File: config.mk
export PLATFORM = sky130hd
export DESIGN_NAME = adcs_top
export DESIGN_NICKNAME = d
export VERILOG_FILES = /design/src/verilog/adcs_pkg.sv /design/src/verilog/adcs_sar.sv /design/src/verilog/adcs_top.sv
export VERILOG_INCLUDE_DIRS = /design/src /design/src/verilog
export SDC_FILE = /design/constraint.sdc
export NUM_CORES = 1
export LEC_CHECK = 0
export BUFFER_PORTS_ARGS = -buffer_cell sky130_fd_sc_hd__buf_2
export CAP_MARGIN = 25
export CORE_MARGIN = 8
export CORE_UTILIZATION = 32
export CTS_CLUSTER_DIAMETER = 80
export DETAILED_ROUTE_END_ITERATION = 8
export HOLD_SLACK_MARGIN = 0.06
export PLACE_DENSITY = 0.55
export SETUP_SLACK_MARGIN = 0.2
export SLEW_MARGIN = 25
export SYNTH_ARGS = -nofsm -noshare
export SYNTH_HDL_FRONTEND = slang
export SYNTH_SLANG_ARGS = --single-unit
File: constraint.sdc
create_clock -name clk_i -period 2.5 [get_ports clk_i]
set_input_delay 0.375 -clock clk_i [delete_from_list [all_inputs] [get_ports clk_i]]
set_output_delay 0.375 -clock clk_i [all_outputs]
set_load 0.05 [all_outputs]
File: src/verilog/adcs_params.svh
// offsets, field positions, reset values and conversion counts of the sequencer
`ifndef ADCS_PARAMS_SVH
`define ADCS_PARAMS_SVH
// register indices; byte address is four times the index
`define ADCS_IDX_CTRL1      8'h0E
`define ADCS_IDX_CTRL2      8'h0F
`define ADCS_IDX_RES_HIGH   8'h25
`define ADCS_IDX_RES_LOW    8'h26
// control register one fields
`define ADCS_C1_START_BIT   7
`define ADCS_C1_MODE_LSB    5
`define ADCS_C1_AIDIS_BIT   4
`define ADCS_C1_CHAN_LSB    0
// control register two fields
`define ADCS_C2_LADDER_BIT  5
`define ADCS_C2_TIME_LSB    1
// mode codes
`define ADCS_MODE_DISABLE   2'h0
`define ADCS_MODE_SOFT      2'h1
`define ADCS_MODE_REPEAT    2'h3
// reset values
`define ADCS_RST_CTRL1      8'h00
`define ADCS_RST_TIME       3'h0
// conversion times in clock periods per time code
`define ADCS_CYC_000        11'd39
`define ADCS_CYC_010        11'd78
`define ADCS_CYC_011        11'd156
`define ADCS_CYC_100        11'd312
`define ADCS_CYC_101        11'd624
`define ADCS_CYC_110        11'd1248
// axi responses
`define ADCS_RESP_OKAY      2'h0
`define ADCS_RESP_SLVERR    2'h2
`endif

File: src/verilog/adcs_pkg.sv
// types shared by the conversion sequencer and its approximation engine
package adcs_pkg;
  typedef enum logic [2:0] {
    ADCS_R_NONE,
    ADCS_R_CTRL1,
    ADCS_R_CTRL2,
    ADCS_R_HIGH,
    ADCS_R_LOW
  } adcs_reg_t;

  typedef struct packed {
    logic       start;
    logic       abort;
    logic [10:0] cycles;
  } adcs_cmd_t;

  typedef struct packed {
    logic        run;
    logic        sampling;
    logic [10:0] cnt;
    logic [10:0] lim;
    logic [9:0]  mask;
    logic [9:0]  dac;
    logic [9:0]  result;
    logic        done;
  } adcs_sar_state_t;

  typedef struct packed {
    logic       start_bit;
    logic [1:0] mode;
    logic       in_dis;
    logic [3:0] chan;
    logic       ladder;
    logic [2:0] ctime;
    logic [9:0] result;
    logic       done;
    logic       busy;
    logic       irq;
    logic       ladder_on;
    adcs_cmd_t  cmd;
    logic       aw_got;
    logic [7:0] aw_idx;
    logic       w_got;
    logic [7:0] w_data;
    logic       w_lane;
    logic       awready;
    logic       wready;
    logic       bvalid;
    logic [1:0] bresp;
    logic       arready;
    logic       rvalid;
    logic [31:0] rdata;
    logic [1:0] rresp;
  } adcs_state_t;
endpackage

File: src/verilog/adcs_sar.sv
// successive-approximation engine: sampling phase, then one bit trial per clock
`include "adcs_params.svh"
module adcs_sar #(
  parameter int RES = 10
) (
  // clock and reset
  input  wire logic              clk_i,
  input  wire logic              rst_n_i,
  // command from sequencer
  input  wire adcs_pkg::adcs_cmd_t cmd_i,
  // analog side
  input  wire logic              comp_i,
  output logic [9:0]             dac_o,
  output logic                   sampling_o,
  // completion
  output logic                   done_o,
  output logic [9:0]             result_o
);
  if (RES != 10) begin : g_bad_res
    $error("adcs_sar supports RES = 10 only");
  end

  adcs_pkg::adcs_sar_state_t s;
  adcs_pkg::adcs_sar_state_t next_s;
  logic [9:0]                acc;

  always_comb begin
    next_s      = s;
    acc         = comp_i ? s.dac : (s.dac & ~s.mask);
    next_s.done = 1'b0;
    if (cmd_i.abort) begin
      next_s.run      = 1'b0;
      next_s.sampling = 1'b0;
      next_s.mask     = 10'h000;
      next_s.dac      = 10'h000;
    end else if (cmd_i.start) begin
      next_s.run      = 1'b1;
      next_s.sampling = 1'b1;
      next_s.cnt      = 11'h000;
      // command register and result capture take two of the chosen clocks,
      // so busy in the sequencer spans exactly the selected count
      next_s.lim      = cmd_i.cycles - 11'h003;
      next_s.mask     = 10'h000;
      next_s.dac      = 10'h000;
    end else if (s.run) begin
      next_s.cnt = s.cnt + 11'd1;
      if (s.cnt == s.lim - 11'd10) begin
        // last sampling clock: present the msb trial
        next_s.sampling = 1'b0;
        next_s.mask     = 10'h200;
        next_s.dac      = 10'h200;
      end else if (!s.sampling) begin
        next_s.mask = s.mask >> 1;
        next_s.dac  = acc | (s.mask >> 1);
      end
      if (s.cnt == s.lim) begin
        next_s.run    = 1'b0;
        next_s.done   = 1'b1;
        next_s.result = acc;
        next_s.dac    = 10'h000;
        next_s.mask   = 10'h000;
      end
    end
  end

  always_ff @(posedge clk_i or negedge rst_n_i) begin
    if (!rst_n_i) begin
      s <= '0;
    end else begin
      s <= next_s;
    end
  end

  assign dac_o      = s.dac;
  assign sampling_o = s.sampling;
  assign done_o     = s.done;
  assign result_o   = s.result;
endmodule // adcs_sar

File: src/verilog/adcs_top.sv
// conversion sequencer with axi4-lite register slave
`include "adcs_params.svh"
// What this block does
// - repeat mode plus start bit begins converting the selected channel
// - completion stores result and raises interrupt together, and sets done flag unless repeat mode relaunches
// - repeat mode relaunches on the same channel after every completion
// - writing disable mode stops a running conversion at once
// - a conversion stopped by disable mode leaves the result registers unchanged
// - software start mode converts once as soon as start bit is set
// - conversion ends after the clock count chosen by time field
// - reading the high result register clears the done flag
// - a new start clears done but keeps the old result until completion
// - standby aborts and returns both control registers to reset values
// - standby entry clears stored results
// - after standby the block stays idle until restarted by software
// - standby disconnects the reference ladder regardless of its control bit
// - each conversion yields a 10-bit unsigned proportional code
// - low-status register holds lower 2 bits, high register upper 8 bits
// - mode decodes 00 disable, 01 software, 10 reserved, 11 repeat
// - start bit clears itself once its conversion has begun
// - busy is one only while converting, cleared on standby
// - time codes select 39 to 1248 clocks; 001 and 111 reserved
module adcs_top #(
  parameter int RES = 10
) (
  // clock and reset
  input  wire logic        clk_i,
  input  wire logic        rst_n_i,
  // axi4-lite write address and data
  input  wire logic [9:0]  s_axi_awaddr,
  input  wire logic        s_axi_awvalid,
  output logic             s_axi_awready,
  input  wire logic [31:0] s_axi_wdata,
  input  wire logic [3:0]  s_axi_wstrb,
  input  wire logic        s_axi_wvalid,
  output logic             s_axi_wready,
  // axi4-lite write response
  output logic [1:0]       s_axi_bresp,
  output logic             s_axi_bvalid,
  input  wire logic        s_axi_bready,
  // axi4-lite read
  input  wire logic [9:0]  s_axi_araddr,
  input  wire logic        s_axi_arvalid,
  output logic             s_axi_arready,
  output logic [31:0]      s_axi_rdata,
  output logic [1:0]       s_axi_rresp,
  output logic             s_axi_rvalid,
  input  wire logic        s_axi_rready,
  // power mode
  input  wire logic        standby_i,
  // analog side
  input  wire logic        comp_i,
  output logic [3:0]       channel_select_o,
  output logic             analog_input_disable_o,
  output logic [9:0]       dac_code_o,
  output logic             sample_o,
  output logic             ladder_on_o,
  // interrupt
  output logic             conv_done_irq_o
);
  // refuse widths that the trial sequence and the result split cannot serve
  if (RES != 10) begin : g_bad_res
    $error("adcs_top supports RES = 10 only");
  end
  // the shortest time must leave room for sampling and every trial
  if (int'(`ADCS_CYC_000) <= RES + 3) begin : g_bad_cycles
    $error("adcs_top shortest conversion too short for the trials");
  end

  function automatic logic mode_can_run(input logic [1:0] m);
    // reserved code 10 never launches but, unlike disable, lets a running conversion finish
    return (m == `ADCS_MODE_SOFT) || (m == `ADCS_MODE_REPEAT);
  endfunction

  // readback byte per register; unmapped offsets read zero
  function automatic logic [7:0] read_byte(input adcs_pkg::adcs_reg_t   r,
                                           input adcs_pkg::adcs_state_t st);
    logic [7:0] b;
    case (r)
      adcs_pkg::ADCS_R_CTRL1: b = {1'b0, st.mode, st.in_dis, st.chan};
      adcs_pkg::ADCS_R_CTRL2: b = {2'h0, st.ladder, 1'b1, st.ctime, 1'b0};
      adcs_pkg::ADCS_R_HIGH:  b = st.result[9:2];
      adcs_pkg::ADCS_R_LOW:   b = {st.result[1:0], st.done, st.busy, 4'h0};
      default:                b = 8'h00;
    endcase
    return b;
  endfunction

  // write commit; result registers are read-only and drop the data
  function automatic adcs_pkg::adcs_state_t apply_write(input adcs_pkg::adcs_reg_t   r,
                                                        input logic [7:0]          d,
                                                        input adcs_pkg::adcs_state_t st);
    adcs_pkg::adcs_state_t n;
    n = st;
    case (r)
      adcs_pkg::ADCS_R_CTRL1: begin
        n.start_bit = d[`ADCS_C1_START_BIT];
        n.mode      = d[`ADCS_C1_MODE_LSB +: 2];
        n.in_dis    = d[`ADCS_C1_AIDIS_BIT];
        n.chan      = d[`ADCS_C1_CHAN_LSB +: 4];
      end
      adcs_pkg::ADCS_R_CTRL2: begin
        n.ladder = d[`ADCS_C2_LADDER_BIT];
        n.ctime  = d[`ADCS_C2_TIME_LSB +: 3];
      end
      default: n = st;
    endcase
    return n;
  endfunction

  // standby returns both control registers to reset and drops the results
  function automatic adcs_pkg::adcs_state_t standby_clear(input adcs_pkg::adcs_state_t st);
    adcs_pkg::adcs_state_t n;
    logic [7:0]            c1;
    n  = st;
    c1 = `ADCS_RST_CTRL1;
    n.cmd.abort = 1'b1;
    n.cmd.start = 1'b0;
    n.busy      = 1'b0;
    n.irq       = 1'b0;
    n.start_bit = c1[`ADCS_C1_START_BIT];
    n.mode      = c1[`ADCS_C1_MODE_LSB +: 2];
    n.in_dis    = c1[`ADCS_C1_AIDIS_BIT];
    n.chan      = c1[`ADCS_C1_CHAN_LSB +: 4];
    n.ladder    = 1'b0;
    n.ctime     = `ADCS_RST_TIME;
    n.result    = 10'h000;
    n.done      = 1'b0;
    return n;
  endfunction

  function automatic adcs_pkg::adcs_reg_t decode(input logic [9:0] addr);
    adcs_pkg::adcs_reg_t r;
    r = adcs_pkg::ADCS_R_NONE;
    if (addr[1:0] == 2'h0) begin
      case (addr[9:2])
        `ADCS_IDX_CTRL1:    r = adcs_pkg::ADCS_R_CTRL1;
        `ADCS_IDX_CTRL2:    r = adcs_pkg::ADCS_R_CTRL2;
        `ADCS_IDX_RES_HIGH: r = adcs_pkg::ADCS_R_HIGH;
        `ADCS_IDX_RES_LOW:  r = adcs_pkg::ADCS_R_LOW;
        default:            r = adcs_pkg::ADCS_R_NONE;
      endcase
    end
    return r;
  endfunction

  function automatic logic [10:0] conv_cycles(input logic [2:0] code);
    logic [10:0] c;
    case (code)
      3'h0:    c = `ADCS_CYC_000;
      3'h2:    c = `ADCS_CYC_010;
      3'h3:    c = `ADCS_CYC_011;
      3'h4:    c = `ADCS_CYC_100;
      3'h5:    c = `ADCS_CYC_101;
      3'h6:    c = `ADCS_CYC_110;
      // reserved codes fall back to the longest, safest time
      default: c = `ADCS_CYC_110;
    endcase
    return c;
  endfunction

  adcs_pkg::adcs_state_t s;
  adcs_pkg::adcs_state_t next_s;
  adcs_pkg::adcs_reg_t   wr_reg;
  adcs_pkg::adcs_reg_t   rd_reg;
  logic                  sar_done;
  logic [9:0]            sar_result;
  logic                  do_write;
  logic                  do_read;
  logic                  launch;
  logic [7:0]            rbyte;

  adcs_sar #(
    .RES (RES)
  ) u_sar (
    .clk_i      (clk_i),
    .rst_n_i    (rst_n_i),
    .cmd_i      (s.cmd),
    .comp_i     (comp_i),
    .dac_o      (dac_code_o),
    .sampling_o (sample_o),
    .done_o     (sar_done),
    .result_o   (sar_result)
  );

  always_comb begin
    next_s = s;
    wr_reg = decode({s.aw_idx, 2'h0});
    rd_reg = decode(s_axi_araddr);
    rbyte  = 8'h00;
    launch = 1'b0;
    next_s.irq       = 1'b0;
    next_s.cmd.start = 1'b0;
    next_s.cmd.abort = 1'b0;

    // write channel capture, either order
    if (s_axi_awvalid && s.awready) begin
      next_s.aw_got = 1'b1;
      next_s.aw_idx = s_axi_awaddr[9:2];
      if (s_axi_awaddr[1:0] != 2'h0) begin
        next_s.aw_idx = 8'hFF;
      end
    end
    if (s_axi_wvalid && s.wready) begin
      next_s.w_got  = 1'b1;
      next_s.w_data = s_axi_wdata[7:0];
      next_s.w_lane = s_axi_wstrb[0];
    end
    if (s.bvalid && s_axi_bready) begin
      next_s.bvalid = 1'b0;
    end
    // commit waits until both halves are in and the last answer has gone
    do_write = s.aw_got && s.w_got && !s.bvalid;
    if (do_write) begin
      next_s.aw_got = 1'b0;
      next_s.w_got  = 1'b0;
      next_s.bvalid = 1'b1;
      next_s.bresp  = (wr_reg == adcs_pkg::ADCS_R_NONE) ? `ADCS_RESP_SLVERR
                                                        : `ADCS_RESP_OKAY;
      // control registers accept no data during standby
      if (s.w_lane && !standby_i) begin
        next_s = apply_write(wr_reg, s.w_data, next_s);
      end
    end

    // read channel
    if (s.rvalid && s_axi_rready) begin
      next_s.rvalid = 1'b0;
    end
    do_read = s_axi_arvalid && s.arready;
    if (do_read) begin
      rbyte         = read_byte(rd_reg, s);
      next_s.rvalid = 1'b1;
      next_s.rdata  = {24'h00_0000, rbyte};
      next_s.rresp  = (rd_reg == adcs_pkg::ADCS_R_NONE) ? `ADCS_RESP_SLVERR
                                                        : `ADCS_RESP_OKAY;
      if (rd_reg == adcs_pkg::ADCS_R_HIGH) begin
        next_s.done = 1'b0;
      end
    end

    // sequencing; mode 10 is reserved and never launches
    if (!s.busy && s.start_bit && !standby_i &&
        mode_can_run(s.mode)) begin
      launch = 1'b1;
    end
    if (s.busy && sar_done) begin
      next_s.result = sar_result;
      next_s.done   = 1'b1;
      next_s.irq    = 1'b1;
      next_s.busy   = 1'b0;
      if (s.mode == `ADCS_MODE_REPEAT) begin
        launch = 1'b1;
      end
    end
    // a running conversion that sees disable mode ends without storing
    if (s.busy && s.mode == `ADCS_MODE_DISABLE && !sar_done) begin
      next_s.busy      = 1'b0;
      next_s.cmd.abort = 1'b1;
    end
    if (launch && mode_can_run(s.mode)) begin
      next_s.busy       = 1'b1;
      next_s.start_bit  = 1'b0;
      next_s.cmd.start  = 1'b1;
      next_s.cmd.cycles = conv_cycles(s.ctime);
      // old result stays until this conversion finishes; the done set of a
      // completion in this same cycle is overridden by the relaunch
      next_s.done       = 1'b0;
    end

    if (standby_i) begin
      next_s = standby_clear(next_s);
    end

    // ladder follows its control bit or a running conversion, never standby
    next_s.ladder_on = !standby_i && (next_s.ladder || next_s.busy);
    next_s.awready   = !next_s.aw_got && !next_s.bvalid;
    next_s.wready    = !next_s.w_got && !next_s.bvalid;
    next_s.arready   = !next_s.rvalid;
  end

  always_ff @(posedge clk_i or negedge rst_n_i) begin
    if (!rst_n_i) begin
      s <= '0;
    end else begin
      s <= next_s;
    end
  end

  assign s_axi_awready          = s.awready;
  assign s_axi_wready           = s.wready;
  assign s_axi_bvalid           = s.bvalid;
  assign s_axi_bresp            = s.bresp;
  assign s_axi_arready          = s.arready;
  assign s_axi_rvalid           = s.rvalid;
  assign s_axi_rdata            = s.rdata;
  assign s_axi_rresp            = s.rresp;
  assign channel_select_o       = s.chan;
  assign analog_input_disable_o = s.in_dis;
  assign ladder_on_o            = s.ladder_on;
  assign conv_done_irq_o        = s.irq;
endmodule // adcs_top
# Word level (Yosys, flattened, before mapping)
# Cells that the tools add are included.
[totals]
ff_bits = 154
output_inout_bits = 59
word_cells = 163
[classes]
addsub = 3
n_eq_ne = 23
mux = 44
bitwise_logic = 5
n_reduce_logical = 53
[op_table]
columns = ["operator", "count"]
rows = [
  ["99-bit 2-to-1 mux", 3],
  ["20-bit 2-to-1 mux", 4],
  ["31-bit 2-to-1 mux", 2],
  ["11-bit one-hot mux with 5 select lines", 1],
  ["13-bit 2-to-1 mux", 3],
  ["35-bit 2-to-1 mux", 1],
  ["8-bit by 4-bit == test with 1-bit output (second input constant)", 4],
  ["8-bit by 6-bit == test with 1-bit output (second input constant)", 4],
  ["8-bit one-hot mux with 4 select lines", 1],
  ["3-bit one-hot mux with 4 select lines", 2],
  ["11-bit == test", 2],
  ["10-bit 2-to-1 mux", 2],
  ["1-bit logical AND", 18],
  ["8-bit 2-to-1 mux", 2],
  ["3-bit by 2-bit == test with 1-bit output (second input constant)", 5],
  ["1-bit 2-to-1 mux", 15],
  ["3-bit nonzero test", 5],
  ["2-bit nonzero test", 7],
  ["11-bit by 1-bit adder with 11-bit output (second input constant)", 1],
  ["11-bit 2-to-1 mux", 1],
  ["11-bit by 2-bit subtractor with 11-bit output (second input constant)", 1],
  ["11-bit by 4-bit subtractor with 11-bit output (second input constant)", 1],
  ["10-bit AND", 1],
  ["10-bit inverter", 1],
  ["18 further kinds", 41],
]

# Depth between registers and ports, before layout
[logic_depth]
depth_word = 14
ltp_mapped = 11
depth_no_buf = 9

# Cells and area by module
# Synthesis repeated with hierarchy kept, for this count alone.
[hier_totals]
cells_unflattened = 673
area_unflattened_um2 = 6548.8
[modules_own_cells]
columns = ["mod", "n_inst", "cells_each", "area_per_inst_um2", "seq_area_each_um2"]
rows = [
  ["adcs_top", 1, 344, 3497.1, 1826.8],
  ["adcs_sar", 1, 329, 3051.7, 1376.3],
]

# Worst setup path before layout
# Ideal clock, no wire load.
[synth_timing]
path_type = "register -> register"
from = "register u_sar.s[35] (netlist bit)"
to = "register u_sar.s (netlist bit u_sar.dac_o[4])"
setup_time_ps = 121
t_arrival_ps = 2613
required_ps = 2379
setup_slack_ps = -234
path_stages_with_launch = 11
path_buffers = 3
synth_period_minus_slack_ps = 2734
cell_sequence = "dfrtp_1 buf_2 or4_4 nor3_1 xor2_1 a2111oi_4 nand3_2 a22o_1 buf_6 buf_6 a22o_1"
[synth_via]
elab_chain_cells = 7
word_cells_on_any_way = 10
cone_classes = "1 x add/sub; 3 x eq/ne; 5 x mux; 1 x reduce/logical"
[synth_lines]
columns = ["item", "line_no", "source"]
rows = [
  ["start, declared", "adcs_sar.sv:23", "adcs_pkg::adcs_sar_state_t s;"],
  ["start signal, assigned", "adcs_sar.sv:70", "s <= next_s;"],
  ["11-bit by 4-bit subtractor with 11-bit output", "adcs_sar.sv:47", "if (s.cnt == s.lim - 11'd10) begin"],
  ["11-bit == test", "adcs_sar.sv:47", ""],
  ["20-bit 2-to-1 mux", "adcs_sar.sv:47", ""],
  ["31-bit 2-to-1 mux", "adcs_sar.sv:56", "if (s.cnt == s.lim) begin"],
  ["31-bit 2-to-1 mux", "adcs_sar.sv:45", "end else if (s.run) begin"],
  ["20-bit 2-to-1 mux", "adcs_sar.sv:36", "end else if (cmd_i.start) begin"],
  ["20-bit 2-to-1 mux", "adcs_sar.sv:31", "if (cmd_i.abort) begin"],
]
# Parallel ways exist; a longest one is shown, timed or not. The select of a mux whose other input is x is not followed.
# A chain may end at the register's enable or synchronous reset.

# Final worst setup path
[layout_timing]
from = "register u_sar.s[38] (netlist bit)"
to = "register u_sar.s[27] (netlist bit)"
# Same word-level chain as after synthesis.

==> flow_summary_export.csv <==
group,metric,value,unit
synth,synthesis.area,6330,um2
setup_path,regToRegEndpoint,"u_sar.s[27]$_DFFE_PN0P_",
route,drt-total-wl,14.3,mm
floorplan,core,19500,um2
place,dp.cells,947,
setup_path,cp.required,2.80,ns
sta,finClkSkew,0.00610,ns
min_path,min_from,"s_axi_awaddr[9]",
global_route,grt_pass1_wl,23.9,mm
sta,finalSetupViolations,0,
final_layout,n_fill_cell,1968,
route,routedWlPerCell,14.6,um
route,via_count,4668,
floorplan,die_h,157,um
sta,fin_ws,0.0410,ns
power,powerDensity,749,nW/um2
min_path,hold_path_class,"in2reg",
route,drtIter0Drc,304,
clocking,numCtsBuffers,17,
power,finalPower,5.67,mW
setup_path,critPathKind,"reg2reg",
floorplan,die_x,157,um
global_route,grt_overflow,0,
global_route,grt_max_degree,84,
outcome,outcome,"finished clean",
setup_path,regToRegSetupSlack,0.04,ns
final_layout,finalCoreUtilization,38.9,%
final_layout,final_cell_mix,"dfrtp_1 (128), nand2_1 (92), o21ai_0 (71), buf_2 (69), nor2_1 (30)",
sta,finalWorstPathRequiredPeriod,2.46,ns
synth,synth.top_cells.by_area,"dfrtp_1 (51%), buf_4 (6.0%), o21ai_0 (5.7%), nand2_1 (5.5%), a22o_1 (2.8%)",
floorplan,initial_utilization,32.5,%
final_layout,regArea,3200,um2
setup_path,worst-endpoint-arrival,2.76,ns
sta,slew_headroom,50.8,%
clocking,h-tree-depth,4,
synth,synth_warnings,0,
global_route,grt_usage,12.2,%
clocking,clk_latency,0.42,ns
sta,grt_setup_unrepaired,"yes",
route,ant_nets,0,
global_route,grt_pass1_vias,4635,
synth,synthCells,642,
power,leakage,3.62,nW
place,port_buffers,70,
setup_path,cp_max_fo,19,
synth,syn_area_per_cell,9.86,um2
setup_path,r2r_cells,8,
power,ir_drop,0.000472,V
sta,whs,0.163,ns
route,vias_per_cell,4.75,
final_layout,fin_area,7570,um2
clocking,cts_tree,"yes",
place,post-dp-hpwl,10.5,mm
clocking,clock-sinks,128,
sta,fin_tns_setup,0,ns
place,place.gp.congestion,0.775,
final_layout,stdcell_count,983,
floorplan,dieArea,24500,um2
synth,ys.flop_type,"dfrtp_1",
final_layout,mostFrequentLayoutCell,"dfrtp_1",
synth,synth_top_area_share,50.6,%
clocking,clkTransAtPathRegs,0.06,ns
clocking,cts_root_buffer,"clkbuf_16",
setup_path,worstSetupEndpointType,"flop",
final_layout,multiInputGateArea,2680,um2
clocking,cts.path.max_buffers,2,
route,dr.pass1.iters,5,
place,placed_cell_area,6820,um2
min_path,hold_depth,2,
synth,yosysTopAreaCell,"dfrtp_1",
global_route,antenna_found_initial,1,
sta,final_max_slew_viol_count,0,
final_layout,insertedDiodeCount,0,
min_path,holdPathEnd,"s[58]$_DFFE_PN0P_",
synth,yosysSeqAreaShare,50.6,%
floorplan,row_count,51,
synth,synth.distinct_cells,66,
setup_path,timing.rr.start,"u_sar.s[38]$_DFFE_PN0P_",
route,drc,0,
final_layout,post_route_cells_drive_above_1_share,22.0,%
floorplan,ios,124,
setup_path,start_kind,"flop",
synth,synth_edf_count,0,
sta,hold_viol,0,
final_layout,syn_to_final_growth,19.7,%
sta,fin_crit_sh,98.4,%
flow_run,max_cap_violations,0,
place,post-place-ws,0.0825,ns
sta,fmax,407,MHz
sta,tightest_slew,0.738,ns
final_layout,layout.nets,775,
synth,async_reset_ff_share,100,%
synth,ys_ff_latch,128,
worst max-delay path, cell delays in order, from the launching register on:
cell and delay, ns:
dfrtp_1 0.37, or4_4 0.58, nor3_4 0.16, xor2_2 0.11
a2111oi_4 0.35, nand3_2 0.13, a22o_1 0.26, buf_12 0.16
a22o_1 0.23
flip-flops by register name, indices dropped and copies added (netlist names), 4 cells and up:
name              flops
s_axi_rdata           8
s                    51
channel_select_o      4
u_sar.result_o       10
u_sar.dac_o          10
u_sar.s              33
how the worst max path moves through the flow:
stage                            startpoint  slack [ns]  depth (start not counted)                    endpoint
finish              u_sar.s[38]$_DFFE_PN0P_        0.04                          8     u_sar.s[27]$_DFFE_PN0P_
global route        u_sar.s[38]$_DFFE_PN0P_       -0.07                          8     u_sar.s[27]$_DFFE_PN0P_
CTS                 u_sar.s[38]$_DFFE_PN0P_        0.06                          9  u_sar.dac_o[1]$_DFFE_PN0P_
detailed placement  u_sar.s[38]$_DFFE_PN0P_        0.08                          8     u_sar.s[21]$_DFFE_PN0P_
global placement    u_sar.s[38]$_DFFE_PN0P_        0.08                          9  u_sar.dac_o[3]$_DFFE_PN0P_
floorplan           u_sar.s[36]$_DFFE_PN0P_      -0.007                          9  u_sar.dac_o[4]$_DFFE_PN0P_
metal layers:
metal | up-vias | part of all wire, % | GRT usage [%]
li1 | 2311 | - | -
met1 | 2251 | 44 | 14.6
met2 | 77 | 50 | 20.3
met3 | 27 | 3.7 | 3.14
met4 | 2 | 2.4 | 5.26
met5 | - | 0.056 | 0
where the power goes:
part           internal [mW]  switching, mW  leakage, nW  total [mW]
logic                  0.214          0.397         1.66       0.611
clock network           1.78          0.917        0.308        2.70
registers               2.24          0.121         1.66        2.36
total                   4.24           1.43         3.62        5.67
area by class of cell:
cell class	instances	area share (%)
clock inverters	11	2.33
multi-input cells	436	35.3
well taps	265	4.38
clock buffers	21	6.34
inverters	26	1.29
repair buffers	96	8.03
flip-flops and latches	128	42.3
Yosys cell counts (6+ instances only):
library cell  number
a21o_1             7
a21oi_1           26
a22o_1            20
and3_1            11
buf_4             51
clkbuf_1          23
dfrtp_1          128
inv_1             26
mux2_2            10
mux2i_1            6
nand2_1           92
nor2_1            31
nor3_1            11
o21ai_0           72
o22a_1             8
xnor2_1           10
xor2_1            14
cells by family after synthesis:
| group | Yosys count | synth area share [%] |
|---|---|---|
| AND/OR/NAND/NOR | 186 | 13.9 |
| AO/OA/AOI/OAI | 178 | 18.7 |
| flip-flops | 128 | 50.6 |
| buffers and inverters | 103 | 9.39 |
| XOR/XNOR | 25 | 3.58 |
| multiplexers | 16 | 2.73 |
| adder cells (fa/ha/maj) | 5 | 0.989 |
| other | 1 | 0.0593 |
what timing repair did:
item	in CTS	in global routing
buffers inserted	1	2
hold endpoints to repair	21	0
hold buffers	1	0
gates cloned	0	0
resized for setup	0	19
setup endpoints to repair	20	21
pin swaps	0	2
(Power assumes the default switching activity.)
